$ cat config.mk
export PLATFORM = sky130hd
export DESIGN_NAME = tpc_counter
export DESIGN_NICKNAME = d
export VERILOG_FILES = /design/src/hdl/tpc_pkg.sv /design/src/hdl/tpc_counter.sv
export SDC_FILE = /design/constraint.sdc
export NUM_CORES = 1
export LEC_CHECK = 0
export BUFFER_PORTS_ARGS = -buffer_cell sky130_fd_sc_hd__buf_4
export CORE_MARGIN = 8
export CORE_UTILIZATION = 30
export CTS_BUF_LIST = sky130_fd_sc_hd__clkbuf_8
export CTS_CLUSTER_DIAMETER = 30
export DETAILED_ROUTE_END_ITERATION = 8
export GPL_TIMING_DRIVEN = 0
export MAX_ROUTING_LAYER = met4
export PLACE_DENSITY_LB_ADDON = 0.15
export SETUP_SLACK_MARGIN = 0.3
export SLEW_MARGIN = 15
export SYNTH_ARGS = -nofsm -noshare
export SYNTH_HDL_FRONTEND = slang
export SYNTH_SLANG_ARGS = --single-unit
$ cat constraint.sdc
create_clock -name core_clk -period 3.7 [get_ports core_clk]
set_clock_uncertainty 0.1 [all_clocks]
set_input_delay 0.185 -clock core_clk [delete_from_list [all_inputs] [get_ports core_clk]]
set_output_delay 0.185 -clock core_clk [all_outputs]
set_load 0.01 [all_outputs]
$ cat src/hdl/tpc_pkg.sv
// Constants shared by the tracking position counter block
package tpc_pkg;
   // Core clock period in picoseconds (250 MHz)
   localparam int CLK_PERIOD_PS = 4000;
   // Least revolution carry pulse width
   localparam int CARRY_MIN_NS = 300;
   localparam int CARRY_CYC = (CARRY_MIN_NS * 1000 + CLK_PERIOD_PS - 1) / CLK_PERIOD_PS;
   localparam int CARRY_CNT_W = 7;

   // Position word
   localparam int POS_W = 16;
   localparam int BYTE_W = 8;

   // Resolution select codes {high, low} with masks and left-align shifts
   localparam logic [1:0] RES_SEL_10 = 2'h0;
   localparam logic [1:0] RES_SEL_12 = 2'h1;
   localparam logic [1:0] RES_SEL_14 = 2'h2;
   localparam logic [1:0] RES_SEL_16 = 2'h3;
   localparam logic [15:0] RES_MASK_10 = 16'h03FF;
   localparam logic [15:0] RES_MASK_12 = 16'h0FFF;
   localparam logic [15:0] RES_MASK_14 = 16'h3FFF;
   localparam logic [15:0] RES_MASK_16 = 16'hFFFF;
   localparam logic [4:0] RES_SHIFT_10 = 5'h06;
   localparam logic [4:0] RES_SHIFT_12 = 5'h04;
   localparam logic [4:0] RES_SHIFT_14 = 5'h02;
   localparam logic [4:0] RES_SHIFT_16 = 5'h00;

   // Register map (byte addresses)
   localparam int ADDR_W = 8;
   localparam logic [7:0] REG_CTRL = 8'h00;
   localparam logic [7:0] REG_STATUS = 8'h04;
   localparam logic [7:0] REG_MASK = 8'h08;
   localparam logic [7:0] REG_POS = 8'h0C;
   localparam logic [7:0] REG_INFO = 8'h10;

   // Control field: tracking enable
   localparam int CTRL_TRACK_BIT = 0;
   localparam logic CTRL_RESET = 1'b1;

   // Event bits of status and mask
   localparam int EVT_W = 3;
   localparam int EVT_STEP_BIT = 0;
   localparam int EVT_CARRY_BIT = 1;
   localparam int EVT_REV_BIT = 2;
   localparam logic [2:0] STATUS_RESET = 3'h0;
   localparam logic [2:0] MASK_RESET = 3'h0;

   // Info register fields
   localparam int INFO_SEL_LSB = 0;
   localparam int INFO_BUSY_BIT = 2;
   localparam int INFO_CARRY_BIT = 3;
   localparam int INFO_DIR_BIT = 4;
   localparam int INFO_FREEZE_BIT = 5;
endpackage

$ cat src/hdl/tpc_counter.sv
// Tracking position counter with busy, carry, direction and output latches
//
// The register addresses and the strobed register port were decided locally.
`timescale 1ns/10ps

// Behaviour
// [RULE_01] Two select inputs set position width to 10, 12, 14 or 16 bits.
// [RULE_02] Resolution changes while moving should be made only while busy is low.
// [RULE_03] No convert command; counter steps by one LSB per input angle step.
// [RULE_04] Every counter increment or decrement gives one busy pulse.
// [RULE_05] Position is unsigned binary; all zeros and all ones bound one revolution.
// [RULE_06] Carry pulse on wrap from all ones to zeros or zeros to ones.
// [RULE_07] Direction output is valid before the matching carry pulse begins.
// [RULE_08] Direction is latched and changes only on a real reversal step.
// [RULE_09] Carry and direction keep working while the latches are frozen.
// [RULE_10] Freeze low stops latch updates; release gives a refreshing busy pulse.
// [RULE_11] Data pins undriven while enable is high, latched word driven while low.
// [RULE_12] Byte choice high gives MS byte on first byte, else LS byte duplicate.
// [RULE_13] Counter is modulo two to the selected width, wrapping both ways.
// [RULE_14] One step per internal step pulse, signed by the direction latch.
module tpc_counter
(
   // Clock, reset, enable
   input wire logic core_clk,
   input wire logic rst,
   input wire logic clk_en,
   // Internal step source
   input wire logic step_req,
   input wire logic step_up,
   // Resolution and latch control
   input wire logic resolution_select_low,
   input wire logic resolution_select_high,
   input wire logic freeze_n,
   input wire logic output_enable_n,
   input wire logic byte_select_high,
   // Position status outputs
   output logic busy,
   output logic rev_carry,
   output logic rot_dir,
   // Parallel data bus pins
   output logic [tpc_pkg::POS_W-1:0] position_data_lines_o,
   output logic [tpc_pkg::POS_W-1:0] position_data_lines_oe,
   // Register port
   input wire logic [tpc_pkg::ADDR_W-1:0] reg_addr,
   input wire logic [31:0] reg_wdata,
   input wire logic reg_wr,
   input wire logic reg_rd,
   output logic [31:0] reg_rdata,
   // Interrupt
   output logic irq
);
   import tpc_pkg::*;

   typedef struct packed {
      logic [POS_W-1:0] cnt_q;
      logic dir_q;
      logic pend_q;
      logic pend_up_q;
      logic busy_q;
      logic carry_q;
      logic [CARRY_CNT_W-1:0] carry_cnt_q;
      logic [POS_W-1:0] latch_q;
      logic frz_prev_q;
      logic [POS_W-1:0] data_q;
      logic [POS_W-1:0] oe_q;
      logic track_en_q;
      logic [EVT_W-1:0] status_q;
      logic [EVT_W-1:0] mask_q;
      logic irq_q;
      logic [31:0] rdata_q;
   } tpc_state_t;

   localparam tpc_state_t ST_RESET = '{
      cnt_q: '0,
      dir_q: 1'b1,
      pend_q: 1'b0,
      pend_up_q: 1'b1,
      busy_q: 1'b0,
      carry_q: 1'b0,
      carry_cnt_q: '0,
      latch_q: '0,
      frz_prev_q: 1'b1,
      data_q: '0,
      oe_q: '0,
      track_en_q: CTRL_RESET,
      status_q: STATUS_RESET,
      mask_q: MASK_RESET,
      irq_q: 1'b0,
      rdata_q: '0
   };

   tpc_state_t st;
   tpc_state_t st_d;

   logic [POS_W-1:0] res_mask;
   logic [4:0] res_shift;
   logic [1:0] res_sel;

   assign res_sel = {resolution_select_high, resolution_select_low};

   // Width follows the pins live; the host keeps changes to idle gaps (see [RULE_02])
   always_comb
   begin
      unique case (res_sel) // see [RULE_01]
         RES_SEL_10:
         begin
            res_mask = RES_MASK_10;
            res_shift = RES_SHIFT_10;
         end
         RES_SEL_12:
         begin
            res_mask = RES_MASK_12;
            res_shift = RES_SHIFT_12;
         end
         RES_SEL_14:
         begin
            res_mask = RES_MASK_14;
            res_shift = RES_SHIFT_14;
         end
         RES_SEL_16:
         begin
            res_mask = RES_MASK_16;
            res_shift = RES_SHIFT_16;
         end
      endcase
   end

   always_comb
   begin
      logic [POS_W-1:0] cnt_next;
      logic [POS_W-1:0] cnt_cur;
      logic wrap;
      logic refresh;
      logic [EVT_W-1:0] evt;
      logic [EVT_W-1:0] clr;
      cnt_next = '0;
      cnt_cur = '0;
      wrap = 1'b0;
      refresh = 1'b0;
      evt = '0;
      clr = '0;
      st_d = st;

      // Step requests latch the sign one cycle ahead of the count,
      // so direction is settled before busy, data or carry move
      st_d.pend_q = step_req & st.track_en_q; // see [RULE_03]
      if (step_req && st.track_en_q)
      begin
         st_d.pend_up_q = step_up;
         st_d.dir_q = step_up; // see [RULE_07] see [RULE_08]
         evt[EVT_REV_BIT] = step_up != st.dir_q;
      end

      cnt_cur = st.cnt_q & res_mask;
      st_d.busy_q = 1'b0;
      if (st.pend_q)
      begin
         // Modulo count in the selected width, no saturation
         if (st.pend_up_q) // see [RULE_14]
         begin
            cnt_next = (cnt_cur + 16'h0001) & res_mask; // see [RULE_13]
            wrap = cnt_cur == res_mask;
         end
         else
         begin
            cnt_next = (cnt_cur - 16'h0001) & res_mask; // see [RULE_13]
            wrap = cnt_cur == 16'h0000;
         end
         st_d.cnt_q = cnt_next; // see [RULE_05]
         st_d.busy_q = 1'b1; // see [RULE_04]
         evt[EVT_STEP_BIT] = 1'b1;
      end
      else
      begin
         cnt_next = cnt_cur;
         st_d.cnt_q = cnt_cur;
      end

      // Carry ignores the freeze input entirely
      if (wrap) // see [RULE_06] see [RULE_09]
      begin
         st_d.carry_q = 1'b1;
         st_d.carry_cnt_q = CARRY_CNT_W'(CARRY_CYC - 1);
         evt[EVT_CARRY_BIT] = 1'b1;
      end
      else if (st.carry_cnt_q != '0)
      begin
         st_d.carry_cnt_q = st.carry_cnt_q - 7'h01;
      end
      else
      begin
         st_d.carry_q = 1'b0;
      end

      // Latches: follow each step while free, refresh on release
      st_d.frz_prev_q = freeze_n;
      refresh = freeze_n & ~st.frz_prev_q;
      if (refresh)
      begin
         st_d.busy_q = 1'b1; // see [RULE_10]
      end
      if (freeze_n && (st.pend_q || refresh))
      begin
         // Left aligned so unused low lines read low
         st_d.latch_q = cnt_next << res_shift; // see [RULE_10] see [RULE_12]
      end

      // Pin drivers
      st_d.oe_q = {POS_W{~output_enable_n}}; // see [RULE_11]
      st_d.data_q[BYTE_W-1:0] = st.latch_q[BYTE_W-1:0];
      st_d.data_q[POS_W-1:BYTE_W] = byte_select_high ? st.latch_q[POS_W-1:BYTE_W]
                                                     : st.latch_q[BYTE_W-1:0]; // see [RULE_12]

      // Register writes; a new event beats its own clear
      if (reg_wr)
      begin
         unique case (reg_addr)
            REG_CTRL: st_d.track_en_q = reg_wdata[CTRL_TRACK_BIT];
            REG_STATUS: clr = reg_wdata[EVT_W-1:0];
            REG_MASK: st_d.mask_q = reg_wdata[EVT_W-1:0];
            default: ;
         endcase
      end
      st_d.status_q = (st.status_q & ~clr) | evt;
      st_d.irq_q = |(st_d.status_q & st_d.mask_q);

      // Read data stands for one cycle only
      st_d.rdata_q = '0;
      if (reg_rd)
      begin
         unique case (reg_addr)
            REG_CTRL: st_d.rdata_q[CTRL_TRACK_BIT] = st.track_en_q;
            REG_STATUS: st_d.rdata_q[EVT_W-1:0] = st.status_q;
            REG_MASK: st_d.rdata_q[EVT_W-1:0] = st.mask_q;
            REG_POS: st_d.rdata_q[POS_W-1:0] = cnt_cur;
            REG_INFO:
            begin
               st_d.rdata_q[INFO_SEL_LSB+1:INFO_SEL_LSB] = res_sel;
               st_d.rdata_q[INFO_BUSY_BIT] = st.busy_q;
               st_d.rdata_q[INFO_CARRY_BIT] = st.carry_q;
               st_d.rdata_q[INFO_DIR_BIT] = st.dir_q;
               st_d.rdata_q[INFO_FREEZE_BIT] = freeze_n;
            end
            default: st_d.rdata_q = '0;
         endcase
      end
   end

   // Clock enable low holds every flop, including pin drivers
   always_ff @(posedge core_clk)
   begin
      if (rst)
      begin
         st <= ST_RESET;
      end
      else if (clk_en)
      begin
         st <= st_d;
      end
   end

   assign busy = st.busy_q;
   assign rev_carry = st.carry_q;
   assign rot_dir = st.dir_q;
   assign position_data_lines_o = st.data_q;
   assign position_data_lines_oe = st.oe_q;
   assign reg_rdata = st.rdata_q;
   assign irq = st.irq_q;
endmodule

==> results of run 1 <==
==> cells in the final DEF, fill, tap and decap left out, types with 6 or more instances in the layout <==
cell type	instances
sky130_fd_sc_hd__a211oi_1	16
sky130_fd_sc_hd__a21oi_1	66
sky130_fd_sc_hd__a22oi_1	10
sky130_fd_sc_hd__a31oi_1	9
sky130_fd_sc_hd__and2_1	8
sky130_fd_sc_hd__and3_1	6
sky130_fd_sc_hd__buf_2	10
sky130_fd_sc_hd__buf_4	137
sky130_fd_sc_hd__clkbuf_1	32
sky130_fd_sc_hd__clkbuf_8	10
sky130_fd_sc_hd__conb_1	16
sky130_fd_sc_hd__dfxtp_1	84
sky130_fd_sc_hd__ha_1	12
sky130_fd_sc_hd__inv_1	16
sky130_fd_sc_hd__mux2i_1	33
sky130_fd_sc_hd__nand2_1	48
sky130_fd_sc_hd__nand3_1	25
sky130_fd_sc_hd__nand4_1	11
sky130_fd_sc_hd__nor2_1	73
sky130_fd_sc_hd__nor3_1	27
sky130_fd_sc_hd__o211ai_1	7
sky130_fd_sc_hd__o21a_1	6
sky130_fd_sc_hd__o21ai_0	32
sky130_fd_sc_hd__xnor2_1	7
==> flip-flops by register name (all words and copies together), names as in the netlist <==
| name | count |
|---|---|
| position_data_lines_oe | 1 |
| rev_carry | 1 |
| reg_rdata | 16 |
| irq | 1 |
| busy | 1 |
| st | 49 |
| position_data_lines_o | 16 |
==> tightest hold or removal path, cell delays in order <==
cell and delay, ns:
sky130_fd_sc_hd__buf_4 0.11, sky130_fd_sc_hd__nand2_1 0.08, sky130_fd_sc_hd__o211ai_1 0.08
==> power groups by stage <==
stage	Sequential [uW]	Combinational (uW)	Clock (uW)
after floorplan	1020	380	0
after global placement	1040	526	0
after detailed placement	1040	527	0
after CTS	1020	539	864
after global routing	1020	613	906
final	1020	545	852
==> final cells by class <==
cell class                      count  area, um^2
Clock inverter                      6         111
Fill cell                        2009       11700
Multi-Input combinational cell    515        3280
Tap cell                          234         293
Clock buffer                       10         138
Buffer                            113         692
Inverter                           18        71.3
Timing Repair Buffer               78         598
Sequential cell                    85        1710
Timing Repair inverter              1        5.00
==> how the worst max path moves through the flow <==
stage	slack (ns)	cells past startpoint	to	from
finish	0.39	10	st[112]	st[98]
global route	0.31	11	st[88]	st[98]
CTS	0.27	10	st[83]	st[98]
detailed placement	-0.02	10	st[83]	st[98]
global placement	-0.06	11	st[83]	st[98]
floorplan	0.67	10	st[88]	st[98]
==> kinds of logic after synthesis <==
| kind of cell | after synthesis | share of synthesized area, % |
|---|---|---|
| xor+xnor | 12 | 1.86 |
| fa+ha+maj | 13 | 3.02 |
| other cells | 1 | 0.0665 |
| flops | 85 | 30.2 |
| compound gates | 200 | 23.9 |
| buf+inv | 131 | 13.3 |
| mux | 37 | 7.12 |
| simple gates | 237 | 20.5 |
==> repair_timing <==
item,4_1_cts,5_1_grt
resized for setup,4,8
buffers inserted,4,0
hold buffers,5,0
hold endpoints to repair,5,0
endpoints found under the setup margin,15,11
cloned,1,0
==> metrics by stage <==
stage               instances  power, uW  worst slack, ns  TNS (ns)  utilization [%]
global placement         1034       1560          -0.0594   -0.0594             35.0
CTS                      1060       2420            0.274         0             36.9
floorplan                 731       1400            0.670         0                -
finish                   1060       2410            0.387         0             37.1
detailed placement       1034       1560          -0.0197   -0.0197             35.0
global route             1060       2540            0.307         0             37.1
==> routing by layer <==
metal,GRT usage [%],up-vias,wire length [um]
met2,25.5,155,8660
met4,6.69,0,555
met5,-,-,0
li1,-,2742,-
met3,2.90,29,1030
met1,22.6,2582,9460
==> impl_metrics.ini, run 1 <==
[worst_setup_path]
wp_buf_inv = 3
cp.required_ns = 3.89
worst_setup_path_category = register to register
reg2reg_from = st[98]
r2r_cells = 10
critical_path.top_delay_family = compound AO/OA/AOI/OAI gates
r2r_slack_ns = 0.39
critPathArrivalTime_ns = 3.51
regToRegEndpoint = st[112]
timing.critical_path.slowest_stage_cell = sky130_fd_sc_hd__or4_1
setup.worst_path.start_class = register
endpoint_kind = register
worst_path_largest_cell_delay_ns = 0.50
worstPathMaxFanout = 10
worstPathCellList = buf_6, clkinvlp_4, buf_4, ha_1, o21a_1, o2111a_2, a211o_4, mux2i_1, or4_1, a21oi_1

[clocking]
max-clock-path-buffers = 2
insertion_delay_ns = 0.39
htree_num_levels = 3
cts_sinks = 85
cts.clk_slew.worst_paths_ns = 0.09
cts_tree = done
clockRootBuffer = sky130_fd_sc_hd__clkbuf_8
cts_made_buffers = 9

[sta]
rsz0062_at_grt = no
drv_slew = 0
timing_hold_violations_final = 0
tightest_slew_ns = 0.785
finalCriticalPeriod_ns = 3.31
max_freq_mhz = 302
finalSetupViolCount = 0
max-slew-margin-rel_pct = 47.6
whs_ns = 0.00880
timing.final.crit_share_pct = 89.5

[place]
port_buffers = 69
globalplace.congestion = 0.940
post_dp_cell_area_um2 = 6510
place.detailed.hpwl_um = 14700

[die]
core_box_area_um2 = 18600
num_rows = 50
overall_die_width_um = 153
vertical_die_dimension_um = 153
ios = 120
dieArea_um2 = 23500
initial_utilization_pct = 30.4

[power]
leakage_component_of_the_power_uw = 0.00278
clockPowerShare_pct = 35.3
power.ir.vdd_worst_v = 0.000187
p_int_uw = 1670
switchingPower_uw = 746
power.share.switching_pct = 30.9
seq_power_share_pct = 42.1
share_comb_of_total_power_pct = 22.6
power_density_nw_per_um2 = 350

[logic_synthesis]
top_count_cell_post_synth = sky130_fd_sc_hd__dfxtp_1
ys.warnings.count = 0
most_frequent_cells_after_synthesis = 85 x sky130_fd_sc_hd__dfxtp_1, 73 x sky130_fd_sc_hd__nor2_1, 66 x sky130_fd_sc_hd__a21oi_1
synth_top_cells_by_area = sky130_fd_sc_hd__dfxtp_1 30%, sky130_fd_sc_hd__buf_4 8.5%, sky130_fd_sc_hd__a21oi_1 5.9%, sky130_fd_sc_hd__mux2i_1 5.9%, sky130_fd_sc_hd__nor2_1 4.9%
sequential_share_of_the_synthesized_area_pct = 30.2
synth-edff-count = 0
synth.ff_latch_count = 85
syn-cell-area_um2 = 5640
avgSynthCellArea_um2 = 7.88
synth_top_cell_area_share_pct = 30.2
number_of_instances_in_the_synthesized_netlist = 716
synth_area_leader_cell = sky130_fd_sc_hd__dfxtp_1
synthFlopType = sky130_fd_sc_hd__dfxtp_1
async_reset_ff_share_pct = 0
ys_types = 77

[finish]
post_route_cells_drive_above_1_share_pct = 23.7
n_antenna_cell = 0
layout.nets = 886
final_design_area_no_fill_um2 = 6890
areaGrowthSynthToFinish_pct = 22.2

[grt]
grt_pass1_vias = 5270
antenna_found_initial = 0
largest_net_degree_at_the_start_of_global_routing = 18
grt_overflow_total = 0
grtUsageTotal_pct = 17.1
global_route_wire_length_before_repair_um = 30800

[routing]
drt_first_pass_iters = 5
drt-total-wl_um = 19700
drt-vias-per-instance = 5.20
detailroute.via_count = 5508
drt.antenna.violating_nets = 0
number_of_design_rule_violations_left_after_detail_routing = 0
drt_iter0_drc = 467
wl_per_cell_um = 18.6

[worst_hold_path]
holdPathStages = 3
hold_path_end = st[72]
hold_path.startpoint = freeze_n
path_class_of_the_lowest_slack_min_delay_path = input pin to register

[run]
maxcap_viol_count = 0

[outcome]
outcome = finished, final reports clean
Power figures use the tool's default switching activity.
==> run 2: changes to the inputs <==
- CORE_UTILIZATION: 30 -> 50
==> run 2 against run 1 <==
- die area fell by 36%
- largest power group unchanged
- via count up 2.6%
- sequential cell count did not move
- clock power decreased by 28%
- critical path depth unchanged
- critical path type unchanged
- first-iteration DRC count is 2.4% higher
- sequential power hardly changed
- global-route usage is 8.5 points higher
- clock-buffer cell count unchanged
- sequential share of layout area increased by 0.69 points
==> impl_metrics.ini, run 2 (synthesis results as in run 1) <==
[routing]
drt_iter0_drc = 478
drt-vias-per-instance = 5.87
drt.antenna.violating_nets = 0
detailroute.via_count = 5652
wl_per_cell_um = 19.4
number_of_design_rule_violations_left_after_detail_routing = 0
drt_first_pass_iters = 9
drt-total-wl_um = 18700

[die]
vertical_die_dimension_um = 122
initial_utilization_pct = 51.6
num_rows = 38
overall_die_width_um = 122
ios = 120
dieArea_um2 = 14900
core_box_area_um2 = 10900

[place]
place.detailed.hpwl_um = 14100
post_dp_cell_area_um2 = 6390
port_buffers = 69
globalplace.congestion = 1.03

[worst_setup_path]
cp.required_ns = 3.86
setup.worst_path.start_class = register
worst_setup_path_category = register to register
worstPathMaxFanout = 10
r2r_cells = 10
critPathArrivalTime_ns = 3.42
r2r_slack_ns = 0.43
reg2reg_from = st[98]
crit_path_end = st[83]
crit_path_start = st[98]
regToRegEndpoint = st[83]
endpoint_kind = register

[grt]
grtUsageTotal_pct = 25.6
largest_net_degree_at_the_start_of_global_routing = 18
global_route_wire_length_before_repair_um = 28900
antenna_found_initial = 0
grt_pass1_vias = 5226
grt_overflow_total = 0

[sta]
rsz0062_at_grt = yes
timing_hold_violations_final = 0
timing.final.crit_share_pct = 88.3
max_freq_mhz = 306
whs_ns = 0.0207
finalSetupViolCount = 0
drv_slew = 0
finalCriticalPeriod_ns = 3.27
tightest_slew_ns = 0.805
fin_setup_tns_ns = 0
max-slew-margin-rel_pct = 46.4

[worst_hold_path]
path_class_of_the_lowest_slack_min_delay_path = input pin to register
hold_path.startpoint = reg_wdata[1]

[clocking]
insertion_delay_ns = 0.39
cts_made_buffers = 9
htree_num_levels = 3
cts_sinks = 85
clockRootBuffer = sky130_fd_sc_hd__clkbuf_8
max-clock-path-buffers = 2
cts_tree = done
cts.clk_slew.worst_paths_ns = 0.08

[finish]
areaGrowthSynthToFinish_pct = 18.6
regMostFlops = st
mostFrequentLayoutCells = 135 x sky130_fd_sc_hd__buf_4, 85 x sky130_fd_sc_hd__dfxtp_1, 72 x sky130_fd_sc_hd__nor2_1
layout.nets = 883
n_antenna_cell = 0
largest_register_ffs = 49
layout.cells.most_common = sky130_fd_sc_hd__buf_4
final_design_area_no_fill_um2 = 6690
layout.filler_cells = 1063
post_route_cells_drive_above_1_share_pct = 23.8

[outcome]
outcome = finished, final reports clean

[power]
leakage_component_of_the_power_uw = 0.00274
p_total_uw = 2170
power.ir.vdd_worst_v = 0.000247
power_density_nw_per_um2 = 325

[run]
maxcap_viol_count = 0
run 2: repair_timing:
action,CTS,global route
gates resized for setup,6,13
hold endpoints to repair,4,0
hold buffers,4,0
cloned,1,0
pin swaps,0,0
setup buffers,2,0
endpoints found under the setup margin,8,11
run 2: routing by layer:
layer	vias to the layer above	share of wire (%)	GRT usage, %
li1	2718	-	-
met1	2660	44	33.1
met2	232	44	38.2
met3	42	8.0	4.69
met4	0	3.3	11.7
met5	-	0	-
run 2: area by class of cell:
class	count	area, um^2	area share [%]
Tap cell	140	175	2.62
Sequential cell	85	1700	25.4
Buffer	113	692	10.3
Inverter	18	71.3	1.07
Multi-Input combinational cell	515	3300	49.3
Clock inverter	6	32.5	0.486
Clock buffer	10	138	2.06
Timing Repair inverter	1	7.51	0.112
Timing Repair Buffer	75	573	8.56
run 2: metrics by stage:
stage	std cells	utilization, %	setup WS (ns)
finish	963	61.2	0.433
global route	963	61.2	0.279
CTS	963	60.8	0.427
detailed placement	940	58.5	0.202
global placement	940	58.5	0.216
floorplan	731	-	0.670
run 2: worst max-delay path, stage by stage (launching register included):
cell                         delay [ns]
sky130_fd_sc_hd__dfxtp_1           0.43
sky130_fd_sc_hd__buf_6             0.21
sky130_fd_sc_hd__clkinvlp_4        0.20
sky130_fd_sc_hd__ha_1              0.39
sky130_fd_sc_hd__nor2b_1           0.16
sky130_fd_sc_hd__o2111ai_1         0.39
sky130_fd_sc_hd__and3_2            0.34
sky130_fd_sc_hd__nor3_2            0.09
sky130_fd_sc_hd__or4_1             0.51
sky130_fd_sc_hd__a31oi_1           0.23
sky130_fd_sc_hd__a21oi_1           0.10
run 2: where the power goes:
part | internal [uW] | switching, uW
logic | 231 | 315
registers | 968 | 46.6
clock network | 255 | 357
run 2: worst min path at each step:
stage                                     end  slack (ns)  cells after the start
finish                                 st[34]        0.02                      3
detailed placement  position_data_lines_oe[0]        0.29                      2
global placement    position_data_lines_oe[0]        0.28                      2
CTS                              reg_rdata[2]       0.008                      3
global route                     reg_rdata[0]        0.03                      3
floorplan           position_data_lines_oe[0]        0.18                      1
